## config.mk

```make
export PLATFORM = sky130hd
export DESIGN_NAME = mitc_core
export DESIGN_NICKNAME = d
export VERILOG_FILES = /design/src/mitc_pkg.sv /design/src/mitc_core.sv
export VERILOG_INCLUDE_DIRS = /design/src
export SDC_FILE = /design/constraint.sdc
export NUM_CORES = 1
export LEC_CHECK = 0
export BUFFER_PORTS_ARGS = -buffer_cell sky130_fd_sc_hd__buf_2
export CAP_MARGIN = 30
export CORE_MARGIN = 2
export CORE_UTILIZATION = 54
export CTS_BUF_LIST = sky130_fd_sc_hd__clkbuf_4 sky130_fd_sc_hd__clkbuf_8
export DETAILED_ROUTE_END_ITERATION = 16
export PLACE_DENSITY = 0.79
export REMOVE_ABC_BUFFERS = 1
export SYNTH_ARGS = -nofsm -noshare
export SYNTH_HDL_FRONTEND = slang
export SYNTH_SLANG_ARGS = --single-unit
```

## constraint.sdc

```tcl
create_clock -name i_core_clk -period 2.95 [get_ports i_core_clk]
set_input_delay 0.1475 -clock i_core_clk [delete_from_list [all_inputs] [get_ports i_core_clk]]
set_output_delay 0.1475 -clock i_core_clk [all_outputs]
set_load 0.05 [all_outputs]
```

## src/mitc_consts.svh

```systemverilog
// Timing constants and datapath values for the instruction timing core.
// Included by the package and the core; definitions only.
`ifndef MITC_CONSTS_SVH
`define MITC_CONSTS_SVH
`define MITC_PHASES     3'h4
`define MITC_PHASE_LAST 2'h3
`define MITC_PHASE_EXEC 2'h2
`define MITC_BYTE_MAX   9'h0_0FF
`define MITC_ONE        8'h01
`define MITC_ZERO       8'h00
`define MITC_NIB_MASK   5'h0F
`define MITC_SYS_MHZ    200
`endif

```

## src/mitc_pkg.sv

```systemverilog
// Types for the instruction timing core: the decoded operation and the cycle state.
// Assumes mitc_consts.svh is on the include path.
`include "mitc_consts.svh"
package mitc_pkg;
  typedef enum logic [4:0] {
    MITC_NOP, MITC_MOV_M2A, MITC_MOV_A2M, MITC_MOV_IMM,
    MITC_ADD, MITC_ADC, MITC_SUB, MITC_SBC,
    MITC_AND, MITC_OR, MITC_XOR, MITC_COMPLEMENT_INSTR,
    MITC_INC, MITC_DEC, MITC_RR, MITC_RL,
    MITC_ROTATE_RIGHT_THROUGH_CARRY, MITC_ROTATE_LEFT_THROUGH_CARRY,
    MITC_JMP, MITC_CALL, MITC_RET, MITC_RETURN_FROM_INTERRUPT_INSTR, MITC_TABRD,
    MITC_SKZ, MITC_SKNZ
  } mitc_op_t;
  typedef enum logic [0:0] {MITC_RUN, MITC_FLUSH} mitc_state_t;
endpackage

```

## src/mitc_core.sv

```systemverilog
// Instruction timing core: four-phase cycle, one or two cycle instructions, ALU and flags.
// Assumes the program memory supplies a decoded op and operand synchronous to i_core_clk.
`timescale 1ns/1ps
`default_nettype none
`include "mitc_consts.svh"
// How it works
// - Instruction cycle is four system clocks.
// - Plain instructions finish in one cycle.
// - Branch, call, table read take two cycles.
// - Jump, call, return, interrupt-return add cycle.
// - Writing program counter low byte adds cycle, except when the op is a no-op.
// - Skip adds cycle only when taken.
// - Add carries above 255, subtract borrows below 0.
// - Increment and decrement change by one.
// - Logical ops set zero on zero result.
// - Rotates move exactly one bit.
// - Through-carry rotates pass bit into carry.
// - Data passes through the accumulator.
// - Three move forms are supported.
// - AND, OR, XOR, complement each distinct.
// - Add/subtract update zero, carry, auxiliary, overflow.
module mitc_core
  import mitc_pkg::*;
#(
  parameter int unsigned DATA_W = 8
) (
  input  wire logic           i_core_clk,
  input  wire logic           i_rst,
  input  wire mitc_op_t       i_op,
  input  wire logic [7:0]     i_operand,
  input  wire logic           i_dest_program_counter_low_byte,
  output logic [7:0]          o_acc,
  output logic [7:0]          o_mem_wdata,
  output logic                o_mem_we,
  output logic                o_fetch,
  output logic                o_flush,
  output logic [1:0]          o_phase,
  output logic                o_zero_flag,
  output logic                o_carry_flag,
  output logic                o_auxiliary_carry_flag,
  output logic                o_overflow_flag
);

  if (DATA_W != 8) begin : g_width_check
    $error("mitc_core serves an 8-bit datapath only");
  end

  //////////////////////////////////////////////////////////////////////////////
  // Phase counter and cycle state.

  logic [1:0]  phase_r, phase_nxt;
  mitc_state_t state_r, state_nxt;
  logic        cyc_end;
  logic        extra;

  assign cyc_end = (phase_r == `MITC_PHASE_LAST);

  always_comb begin
    phase_nxt = phase_r + 2'h1;
    state_nxt = state_r;
    if (cyc_end) begin
      case (state_r)
        MITC_RUN:   state_nxt = extra ? MITC_FLUSH : MITC_RUN;
        MITC_FLUSH: state_nxt = MITC_RUN;
        default:    state_nxt = MITC_RUN;
      endcase
    end
  end

  always_ff @(posedge i_core_clk or posedge i_rst) begin
    if (i_rst) begin
      phase_r <= 2'h0;
      state_r <= MITC_RUN;
    end else begin
      phase_r <= phase_nxt;
      state_r <= state_nxt;
    end
  end

  //////////////////////////////////////////////////////////////////////////////
  // Datapath. The result is computed in phase two; a flushed cycle executes nothing,
  // which is why the prefetched word is simply dropped rather than held.

  logic [7:0] acc_r, acc_nxt, wd_r, wd_nxt;
  logic       we_r, we_nxt, z_r, z_nxt, c_r, c_nxt;
  logic       auxiliary_carry_flag_r, auxiliary_carry_flag_nxt;
  logic       overflow_flag_r, overflow_flag_nxt;
  logic       fetch_r, fetch_nxt, flush_r, flush_nxt;
  logic [8:0] sum;
  logic [4:0] nib;
  logic [7:0] res, opb;
  logic       cin, is_sub, arith, wr_mem, skip;

  always_comb begin
    res    = acc_r;
    is_sub = (i_op == MITC_SUB) || (i_op == MITC_SBC);
    cin    = ((i_op == MITC_ADC) && c_r) || (i_op == MITC_SUB) ||
             ((i_op == MITC_SBC) && c_r);
    opb    = is_sub ? ~i_operand : i_operand;
    sum    = {1'b0, acc_r} + {1'b0, opb} + {8'h00, cin};
    nib    = {1'b0, acc_r[3:0]} + {1'b0, opb[3:0]} + {4'h0, cin};
    arith  = (i_op inside {MITC_ADD, MITC_ADC, MITC_SUB, MITC_SBC});
    wr_mem = 1'b0;
    skip   = 1'b0;
    z_nxt  = z_r;
    c_nxt  = c_r;
    auxiliary_carry_flag_nxt = auxiliary_carry_flag_r;
    overflow_flag_nxt        = overflow_flag_r;
    case (i_op)
      MITC_MOV_M2A, MITC_MOV_IMM: res = i_operand;
      MITC_MOV_A2M:               wr_mem = 1'b1;
      MITC_ADD, MITC_ADC, MITC_SUB, MITC_SBC: res = sum[7:0];
      MITC_AND: res = acc_r & i_operand;
      MITC_OR:  res = acc_r | i_operand;
      MITC_XOR: res = acc_r ^ i_operand;
      MITC_COMPLEMENT_INSTR: res = ~i_operand;
      MITC_INC: res = i_operand + `MITC_ONE;
      MITC_DEC: res = i_operand - `MITC_ONE;
      MITC_RR:  res = {i_operand[0], i_operand[7:1]};
      MITC_RL:  res = {i_operand[6:0], i_operand[7]};
      MITC_ROTATE_RIGHT_THROUGH_CARRY: begin
        res   = {c_r, i_operand[7:1]};
        c_nxt = i_operand[0];
      end
      MITC_ROTATE_LEFT_THROUGH_CARRY: begin
        res   = {i_operand[6:0], c_r};
        c_nxt = i_operand[7];
      end
      MITC_SKZ:  skip = (i_operand == `MITC_ZERO);
      MITC_SKNZ: skip = (i_operand != `MITC_ZERO);
      default:   res = acc_r;
    endcase
    if (arith) begin
      z_nxt  = (sum[7:0] == `MITC_ZERO);
      c_nxt  = sum[8];
      auxiliary_carry_flag_nxt = nib[4];
      overflow_flag_nxt        = (acc_r[7] == opb[7]) && (sum[7] != acc_r[7]);
    end else if (i_op inside {MITC_AND, MITC_OR, MITC_XOR, MITC_COMPLEMENT_INSTR, MITC_INC,
                              MITC_DEC}) begin
      z_nxt = (res == `MITC_ZERO);
    end
    extra = (i_op inside {MITC_JMP, MITC_CALL, MITC_RET, MITC_RETURN_FROM_INTERRUPT_INSTR,
                          MITC_TABRD})
            || (i_dest_program_counter_low_byte && (i_op != MITC_NOP))
            || skip;
    acc_nxt   = acc_r;
    wd_nxt    = wd_r;
    we_nxt    = 1'b0;
    fetch_nxt = 1'b0;
    flush_nxt = flush_r;
    if (cyc_end) begin
      fetch_nxt = 1'b1;
      flush_nxt = (state_r == MITC_RUN) && extra;
    end
    if ((phase_r == `MITC_PHASE_EXEC) && (state_r == MITC_RUN)) begin
      if (wr_mem || i_dest_program_counter_low_byte) begin
        wd_nxt = wr_mem ? acc_r : res;
        we_nxt = 1'b1;
      end else begin
        acc_nxt = res;
      end
    end else begin
      z_nxt  = z_r;
      c_nxt  = c_r;
      auxiliary_carry_flag_nxt = auxiliary_carry_flag_r;
      overflow_flag_nxt        = overflow_flag_r;
    end
  end

  always_ff @(posedge i_core_clk or posedge i_rst) begin
    if (i_rst) begin
      acc_r   <= 8'h00;
      wd_r    <= 8'h00;
      we_r    <= 1'b0;
      z_r     <= 1'b0;
      c_r     <= 1'b0;
      auxiliary_carry_flag_r <= 1'b0;
      overflow_flag_r        <= 1'b0;
      fetch_r <= 1'b0;
      flush_r <= 1'b0;
    end else begin
      acc_r   <= acc_nxt;
      wd_r    <= wd_nxt;
      we_r    <= we_nxt;
      z_r     <= z_nxt;
      c_r     <= c_nxt;
      auxiliary_carry_flag_r <= auxiliary_carry_flag_nxt;
      overflow_flag_r        <= overflow_flag_nxt;
      fetch_r <= fetch_nxt;
      flush_r <= flush_nxt;
    end
  end

  assign o_acc                  = acc_r;
  assign o_mem_wdata            = wd_r;
  assign o_mem_we               = we_r;
  assign o_fetch                = fetch_r;
  assign o_flush                = flush_r;
  assign o_phase                = phase_r;
  assign o_zero_flag            = z_r;
  assign o_carry_flag           = c_r;
  assign o_auxiliary_carry_flag = auxiliary_carry_flag_r;
  assign o_overflow_flag        = overflow_flag_r;
endmodule // mitc_core
`default_nettype wire

```

# Word level (Yosys, flattened, before mapping)
# Index checks and enable logic that the tools add are counted.
# Widths: inputs -> output; s select.
[op_classes] addsub=7 n_eq_ne=28 muxes=14 bitwise_logic=6 reduce_logical=29
[op_table] operator="$pmux 8 s12" n=1
[op_table] operator="$eq 5x5->1 const B" n=9
[op_table] operator="$eq 5x4->1 const B" n=8
[op_table] operator="$logic_not 8->1" n=3
[op_table] operator="$eq 5x3->1 const B" n=4
[op_table] operator="$mux 8" n=2
[op_table] operator="$eq 5x2->1 const B" n=2
[op_table] operator="$reduce_and 2->1" n=5
[op_table] operator="$reduce_bool 5->1" n=2
[op_table] operator="$add 8x8->9" n=1
[op_table] operator="$add 9x1->9" n=1
[op_table] operator="$add 8x1->8 const B" n=1
[op_table] operator="$and 8x8->8" n=1
[op_table] operator="$mux 1" n=8
[op_table] operator="$not 8->8" n=1
[op_table] operator="$or 8x8->8" n=1
[op_table] operator="$reduce_bool 8->1" n=1
[op_table] operator="$sub 8x1->8 const B" n=1
[op_table] operator="$xor 8x8->8" n=1
[op_table] operator="$logic_and 1x1->1" n=6
[op_table] operator="$logic_or 1x1->1" n=6
[op_table] operator="$pmux 1 s2" n=3
[op_table] operator="$reduce_bool 6->1" n=1
[op_table] operator="$add 4x4->5" n=1
[op_table] operator="12 further kinds" n=14
[word_totals] ff_bits=26 output_inout_bits=25 wordCells=95

# Depth between registers and ports, before layout
# Gate-level depths: netlist of the first run.
[depth] ltp_word=9 depth_mapped=15 depth_no_buf=12

# Worst setup path before layout of the first run
# OpenSTA, ideal clock, no wires.
[synth_timing] kind="input to register" startpoint="input i_op[3]" endpoint="register z_r (netlist: o_zero_flag)" setup_time_ps=95 arrival_ps=3648 path_slack_ps=-793 path_stages=14 path_cell_list="buf_2 nor3b_1 and2_1 clkbuf_1 xnor2_1 fa_1 fa_1 xor2_1 a32oi_1 o21ai_0 a2111oi_4 nor4b_1 nand4_1 o31ai_1"
[synth_via] elab_chain_cells=9
[synth_rtl] item="from (decl)" line="mitc_core.sv:29" source="input wire mitc_op_t i_op,"
[synth_rtl] item="$eq 5x3->1 (on tied branches)"
[synth_rtl] item="$logic_or 1x1->1 or $logic_and 1x1->1 (tied branches)" line="mitc_core.sv:96, mitc_core.sv:97"
[synth_rtl] item="$mux 8 or $logic_or 1x1->1 (tied branches)" line="mitc_core.sv:99, mitc_core.sv:97"
[synth_rtl] item="$add 8x8->9 or $logic_or 1x1->1 (tied branches)" line="mitc_core.sv:100, mitc_core.sv:97"
[synth_rtl] item="$add 9x1->9" line="mitc_core.sv:100" source="sum = {1'b0, acc_r} + {1'b0, opb} + {8'h00, cin};"
[synth_rtl] item="$pmux 8 s12" line="mitc_core.sv:109" source="case (i_op)"
[synth_rtl] item="$logic_not 8->1 (no source line)"
[synth_rtl] item="$mux 1" line="mitc_core.sv:138" source="end else if (i_op inside {MITC_AND, MITC_OR, MITC_XOR, MITC_COMPLEMENT_INSTR, MITC_INC,"
[synth_rtl] item="$mux 1" line="mitc_core.sv:133" source="if (arith) begin"
[synth_rtl] item="to (signal assigned)" line="mitc_core.sv:185" source="z_r <= z_nxt;"
[synth_rtl] item="to (decl)" line="mitc_core.sv:85" source="logic we_r, we_nxt, z_r, z_nxt, c_r, c_nxt;"
# Parallel ways exist; a longest one is shown, timed or not. The select of a mux whose other input is x is not followed.
# A chain may end at the register's enable or synchronous reset.

# Final worst setup path of the first run
[layout_timing] startpoint="register c_r (netlist: o_carry_flag)" endpoint="register wd_r[6] (netlist: o_mem_wdata[6])"
[layout_via] elab_chain_cells=6
[layout_rtl] item="from (decl)" line="mitc_core.sv:85"
[layout_rtl] item="from (signal assigned)" line="mitc_core.sv:186" source="c_r <= c_nxt;"
[layout_rtl] item="$logic_and 1x1->1" line="mitc_core.sv:97" source="cin = ((i_op == MITC_ADC) && c_r) || (i_op == MITC_SUB) ||"
[layout_rtl] item="$logic_or 1x1->1" line="mitc_core.sv:97"
[layout_rtl] item="$logic_or 1x1->1 (*)" line="mitc_core.sv:97"
[layout_rtl] item="$add 9x1->9 (*)" line="mitc_core.sv:100"
[layout_rtl] item="$pmux 8 s12 (*)" line="mitc_core.sv:109"
[layout_rtl] item="$mux 8 (*)" line="mitc_core.sv:157" source="wd_nxt = wr_mem ? acc_r : res;"
[layout_rtl] item="to (signal assigned)" line="mitc_core.sv:183" source="wd_r <= wd_nxt;"
[layout_rtl] item="to (decl)" line="mitc_core.sv:84" source="logic [7:0] acc_r, acc_nxt, wd_r, wd_nxt;"
# Every way passes the cells marked *; elsewhere a longest branch is shown, timed or not.

==> results of run 1 <==
==> registers in the layout, summed over array words and instances, names as in the netlist <==
| register | flops |
|---|---|
| o_acc | 8 |
| o_mem_wdata | 8 |
| o_phase | 2 |
| o_auxiliary_carry_flag | 1 |
| o_carry_flag | 1 |
| o_fetch | 1 |
| o_mem_we | 1 |
| o_overflow_flag | 1 |
| o_zero_flag | 1 |
| state_r | 1 |
==> layout by cell type (no fill, tap or decap), types with 2 or more instances in the layout <==
cell type	Yosys	routed
nor3_1	14	13
o41a_1	2	2
nor2b_1	9	9
nand4_1	4	4
a32o_1	2	2
and2_1	4	3
a31oi_1	8	7
a21oi_1	30	30
a21boi_0	2	2
o31ai_1	3	3
dfrtp_1	25	25
fa_2	0	2
nand3_1	3	3
xnor2_1	15	15
nand2_1	30	30
o211ai_1	2	2
a22o_1	2	2
buf_2	7	40
a211oi_1	3	2
nand2b_1	11	11
a22oi_1	2	2
clkbuf_8	0	3
nor2_1	32	32
nor3b_1	4	3
buf_4	0	44
inv_1	26	26
a2111oi_0	3	3
mux2i_1	6	6
a32oi_1	6	6
nor4_1	5	5
o22ai_1	3	3
ha_1	31	31
o21ai_0	25	24
mux2_2	5	5
and3_1	4	4
xor2_1	3	3
==> area by class of cell <==
| class | count | area [µm²] |
|---|---|---|
| Clock buffer | 4 | 48.8 |
| Inverter | 28 | 105 |
| Timing Repair Buffer | 84 | 531 |
| Tap cell | 70 | 87.6 |
| Multi-Input combinational cell | 297 | 2140 |
| Fill cell | 451 | 1610 |
| Sequential cell | 25 | 626 |
==> layer usage <==
metal,up-vias,track usage
met5,-,0
met4,0,0.0446
met3,12,0.0500
met2,135,0.496
met1,1475,0.414
li1,1468,-
==> worst paths after layout <==
kind / start / endpoint / slack (ns) / cells past startpoint
min reg2reg: o_overflow_flag$_DFFE_PP0P_ / o_overflow_flag$_DFFE_PP0P_ / 0.50 / 2
max: o_carry_flag$_DFFE_PP0P_ / o_mem_wdata[6]$_DFFE_PP0P_ / 0.14 / 11
min in group i_core_clk: i_dest_program_counter_low_byte / state_r$_DFFE_PP0P_ / 0.42 / 5
max reg2reg: o_carry_flag$_DFFE_PP0P_ / o_mem_wdata[6]$_DFFE_PP0P_ / 0.14 / 11
max in group asynchronous: i_rst / o_zero_flag$_DFFE_PP0P_ / 2.32 / 2
min: i_rst / o_phase[0]$_DFF_PP0_ / 0.07 / 2
==> synthesized netlist by cell type, drive strengths merged, types with 3 or more instances <==
| master | instances | area [µm²] |
|---|---|---|
| clkbuf | 10 | 37.5 |
| o31ai | 3 | 22.5 |
| nand4 | 4 | 25.0 |
| dfrtp | 25 | 626 |
| mux2 | 5 | 56.3 |
| ha | 31 | 388 |
| o22ai | 3 | 18.8 |
| nand2b | 11 | 68.8 |
| mux2i | 6 | 60.1 |
| o21ai | 26 | 130 |
| a31oi | 8 | 50.1 |
| xor2 | 3 | 26.3 |
| nor2b | 9 | 56.3 |
| nor4 | 6 | 43.8 |
| nor3 | 14 | 70.1 |
| xnor2 | 15 | 131 |
| nand2 | 30 | 113 |
| a2111oi | 4 | 53.8 |
| and2 | 4 | 25.0 |
| a21oi | 30 | 150 |
| a32oi | 6 | 52.6 |
| buf | 8 | 38.8 |
| and3 | 4 | 25.0 |
| nor2 | 32 | 120 |
| fa | 3 | 60.1 |
| a211oi | 3 | 22.5 |
| nor3b | 4 | 30.0 |
| inv | 27 | 101 |
| nand3 | 3 | 15.0 |
==> power by group through the flow <==
stage | sequential, mW | combinational (mW) | clock, mW
after floorplan | 0.840 | 0.579 | 0
after global placement | 0.525 | 1.37 | 0
after detailed placement | 0.526 | 1.40 | 0
after CTS | 0.521 | 1.42 | 0.217
after global routing | 0.534 | 1.58 | 0.235
final | 0.522 | 1.46 | 0.208
==> timing repair <==
action,CTS,global route
buffers inserted,0,1
pin swaps,0,6
setup endpoints to repair,3,5
resized for setup,4,6
==> logic make-up after synthesis <==
| group | after synthesis | share of synthesized area |
|---|---|---|
| flops | 25 | 0.215 |
| mux | 12 | 0.0478 |
| xor+xnor | 18 | 0.0543 |
| buf+inv | 46 | 0.0625 |
| simple gates | 129 | 0.228 |
| compound gates | 104 | 0.238 |
| fa+ha+maj | 34 | 0.154 |
==> summary.md, run 1 <==
| Metric | Value |
|---|---|
| Diodes inserted | 0 |
| Tmin final | 2.81 ns |
| Crit-path cells | nand2_1 > a21oi_1 > fa_2 > fa_2 > nand3_1 > nand2_1 > a31oi_2 > xor2_1 > nor2_1 > o41a_1 > mux2_2 |
| Pin count of the biggest net entering global routing | 41 |
| Final Cycle Share | 0.952 |
| Synth warn | 0 |
| Clock buffer depth | 2 |
| Crit path DAT | 2.96 ns |
| CTS Buf Count | 3 |
| Iteration-0 DRC count of the detailed router | 315 |
| First-pass GRT wire length | 14,400 µm |
| Tot Pwr | 2.19 mW |
| Crit path buffers/inverters | 0 |
| Die area | 0.00598 mm² |
| Initial DRT Pass Iterations | 7 |
| Post-DP Area | 0.00344 mm² |
| Hold buffer count at CTS | 0 |
| Syn_area_per_cell | 7.89 µm² |
| Highest routed layer | met4 |
| Die Width | 77.3 µm |
| Worst hold path class | primary input to asynchronous set/reset pin |
| Drt drc | 0 |
| Gr ovfl total | 0 |
| Yosys cell types | 59 |
| Routed Antenna Nets | 0 |
| Total number of vias | 3,090 |
| Core ar. | 0.00514 mm² |
| Internal Power | 1.11 mW |
| Inst Count DP | 503 |
| Dpl hpwl | 6890 µm |
| Max Clock Skew | 0.00429 ns |
| Setup_tns | 0 ns |
| Die height | 77.3 µm |
| Vias/cell | 6.08 |
| Final Instance Count excl. Fillers | 508 |
| Post-Route WL | 8830 µm |
| Starting Density | 0.565 |
| Slew Viols, Final | 0 |
| Worst skew pair latency | 0.26 ns |
| Fmax | 356 MHz |
| H-tree depth | 1 |
| Clk sinks | 25 |
| Cell Area, Synth | 0.00290 mm² |
| Number of global-route vias before repair | 2,855 |
| Max-Cap Viols | 0 |
| Worst vdd ir | 0.000547 V |
| CTS tree | yes |
| Sequential share of the synthesized area | 0.215 |
| Share of cells above drive strength 1 | 0.249 |
| Worst Max-Slew Pin Slew | 0.944 ns |
| Status | complete, no violations |
| Area Growth Syn to Fin | 21.7% |
| Sequential cell fraction of total power | 0.238 |
| Clock power frac | 0.095 |
| Pre-CTS setup slack | -0.488 ns |
| Global Route Usage Sum | 0.297 |
| EDFF count, synth | 0 |
| Input/output buffers | 40 |
| Final setup viols | 0 |
| Clock-pin slew on the worst setup and hold paths | 0.08 ns |
| Row cnt | 26 |
| Sw Pwr | 1.08 mW |
| Worst path required time | 3.10 ns |
| Cells after synthesis | 368 |
| Metal1 wirelength | 3990 µm |
| Max incr delay on CP | 0.42 ns |
| Combinational power share | 0.667 |
| Final Core Density | 0.687 |
| Worst-path fanout max | 3 |
| Clk root buf | clkbuf_8 |
| I/O pin cnt | 41 |
| Register bit total from synthesis | 25 |
| Post-synth top flop | dfrtp_1 |
| Slowest-stage cell, CP | fa_2 |
| Final nets | 489 |
| Async set-reset flop share out of synthesis | 1.00 |
| Relative slew slack | 0.369 |
| Leakage | 1.63 nW |
| Routed wl met2 | 4210 µm |
| Nature of the critical path endpoint | flop |
| Initial antenna violation count | 0 |
| Net Sw Frac | 0.493 |
| Metal3 WL | 538 µm |
| Pwr/cell area | 620 mW/mm² |
| Final Hold Viols | 0 |
| Critical Path Source Type | flop |
| Crit path max-delay family | adder cells |
| Fin Hold WS | 0.0710 ns |
| Worst setup margin | 0.141 ns |
| Avg WL per Cell | 17.4 µm |
| Final RePlAce weighted congestion | 0.939 |
| RSZ-0062 raised after global routing | no |
| Kind of critical path | flop to flop |
| Design area | 0.00353 mm² |
(Power assumes the default switching activity.)
==> inputs of run 2 (changes only) <==
--- a/config.mk
+++ b/config.mk
@@ -9,10 +9,9 @@
 export BUFFER_PORTS_ARGS = -buffer_cell sky130_fd_sc_hd__buf_2
 export CAP_MARGIN = 30
 export CORE_MARGIN = 2
-export CORE_UTILIZATION = 54
+export CORE_UTILIZATION = 30
 export CTS_BUF_LIST = sky130_fd_sc_hd__clkbuf_4 sky130_fd_sc_hd__clkbuf_8
 export DETAILED_ROUTE_END_ITERATION = 16
-export PLACE_DENSITY = 0.79
 export REMOVE_ABC_BUFFERS = 1
 export SYNTH_ARGS = -nofsm -noshare
 export SYNTH_HDL_FRONTEND = slang
==> summary.md, run 2 (synthesis gave the netlist of run 1 again) <==
| Metric | Value |
|---|---|
| Status | complete, no violations |
| Slew Viols, Final | 0 |
| Vias/cell | 5.22 |
| Dpl hpwl | 7390 µm |
| Total number of vias | 2,986 |
| Gr ovfl total | 0 |
| Worst Max-Slew Pin Slew | 0.755 ns |
| Post-Route WL | 9260 µm |
| Max Clock Skew | 0.00622 ns |
| Diodes inserted | 0 |
| Clk root buf | clkbuf_8 |
| Clk sinks | 25 |
| Max-Cap Viols | 0 |
| Global Route Usage Sum | 0.180 |
| First-pass GRT wire length | 14,800 µm |
| Crit path buffers/inverters | 0 |
| Final nets | 494 |
| Post-CTS setup buffer count | 0 |
| Commonest non-fill, non-tap cells in the layout | buf_4 (47), buf_2 (40), nor2_1 (32) |
| Area Growth Syn to Fin | 26.2% |
| I/O pin cnt | 41 |
| Tot Pwr | 2.18 mW |
| Nature of the critical path endpoint | flop |
| Worst hold path class | primary input to asynchronous set/reset pin |
| Final setup viols | 0 |
| Avg WL per Cell | 16.2 µm |
| Post-DP Area | 0.00354 mm² |
| CP dominant cell by count | nand2_1 |
| Number of global-route vias before repair | 2,930 |
| Final RePlAce weighted congestion | 1.07 |
| Core ar. | 0.00933 mm² |
| Starting Density | 0.311 |
| Layout filler cell count | 967 |
| Slowest-stage cell, CP | fa_1 |
| Initial DRT Pass Iterations | 4 |
| Crit path DAT | 2.99 ns |
| Input/output buffers | 40 |
| Fmax | 352 MHz |
| Pwr/cell area | 595 mW/mm² |
| Iteration-0 DRC count of the detailed router | 182 |
| Pin count of the biggest net entering global routing | 40 |
| Worst path required time | 3.10 ns |
| Crit path max-delay family | adder cells |
| Kind of critical path | flop to flop |
| H-tree depth | 1 |
| Final Hold Viols | 0 |
| Row cnt | 35 |
| Critical Path Source Type | flop |
| Clock-pin slew on the worst setup and hold paths | 0.09 ns |
| Die Width | 102 µm |
| RSZ-0062 raised after global routing | no |
| Share of cells above drive strength 1 | 0.248 |
| Design area | 0.00367 mm² |
| Initial antenna violation count | 0 |
| Leakage | 1.67 nW |
| Final Cycle Share | 0.962 |
| Clock buffer depth | 2 |
| Relative slew slack | 0.494 |
| CTS tree | yes |
| FF-to-FF setup slack | 0.11 ns |
| Tmin final | 2.84 ns |
| Worst vdd ir | 0.000399 V |
| Worst-path fanout max | 3 |
| Crit-path cells | nand2_1 > a21oi_1 > fa_1 > fa_2 > nand3_1 > nand2_1 > a31oi_1 > xor2_1 > nor2_1 > o41a_1 > mux2_2 |
| Die area | 0.0105 mm² |
| Worst skew pair latency | 0.27 ns |
| Max incr delay on CP | 0.44 ns |
| Die height | 102 µm |
| CTS Buf Count | 3 |
| Routed Antenna Nets | 0 |
| Drt drc | 0 |
| Leading cell type in the layout, fill and taps excluded | buf_4 |
[run 2: cell types whose count changed in the layout (fill, tap and decap cells not counted), sizes merged]
cell / delta
buf: +4
clkinvlp: +1
clkbuf: -1
dlygate4sd3: +1
[run 2: path summary, 6_finish.rpt]
kind	cells after the start	end	startpoint
worst max register to register	11	o_acc[6]$_DFFE_PP0P_	o_carry_flag$_DFFE_PP0P_
worst max-delay path	11	o_acc[6]$_DFFE_PP0P_	o_carry_flag$_DFFE_PP0P_
max in group asynchronous	4	o_acc[3]$_DFFE_PP0P_	i_rst
worst min-delay path	3	o_fetch$_DFF_PP0_	i_rst
min in group i_core_clk	5	state_r$_DFFE_PP0P_	i_dest_program_counter_low_byte
worst min register to register	1	o_phase[0]$_DFF_PP0_	o_phase[0]$_DFF_PP0_
[run 2: cell type report]
type	instances	area [µm²]	share of cell area
Sequential cell	25	626	0.171
Clock buffer	3	41.3	0.0113
Multi-Input combinational cell	297	2130	0.582
Timing Repair Buffer	89	591	0.161
Clock inverter	1	7.51	0.00205
Inverter	28	105	0.0287
Tap cell	129	161	0.0440
[run 2: what timing repair did]
action                     CTS  global route
pin swaps                    1             2
gates resized for setup      3             6
hold endpoints to repair     0            15
hold buffers                 0             1
setup endpoints to repair    1             5
[run 2: worst reg2reg max path: stages (launching register included)]
cell	delay (ns)
dfrtp_1	0.39
nand2_1	0.08
a21oi_1	0.09
fa_1	0.44
fa_2	0.38
nand3_1	0.08
nand2_1	0.07
a31oi_1	0.28
xor2_1	0.22
nor2_1	0.07
o41a_1	0.36
mux2_2	0.28
[run 2: per-layer routing]
layer	GRT usage	share of wire	vias to the layer above	wire length, µm
met1	0.243	0.44	1386	4040
li1	-	-	1487	-
met2	0.304	0.48	99	4450
met5	0	0	-	0
met3	0.0267	0.065	14	605
met4	0.0472	0.018	0	163
[run 2: report_power, final]
part           switching [mW]  internal, mW
combinational           0.891         0.563
clock                   0.104        0.0955
sequential             0.0950         0.432
[run 2: per-stage QoR]
step / setup WS (ns) / util / setup TNS, ns / hold WS (ns) / instances
after floorplan: -0.499 / - / -1.74 / 0.175 / 350
after global placement: -0.323 / 0.380 / -0.752 / 0.389 / 566
after detailed placement: -0.424 / 0.380 / -1.35 / 0.396 / 566
after CTS: 0.0108 / 0.386 / 0 / 0.100 / 570
after global routing: 0.00500 / 0.393 / 0 / 0.308 / 572
final: 0.111 / 0.393 / 0 / 0.310 / 572
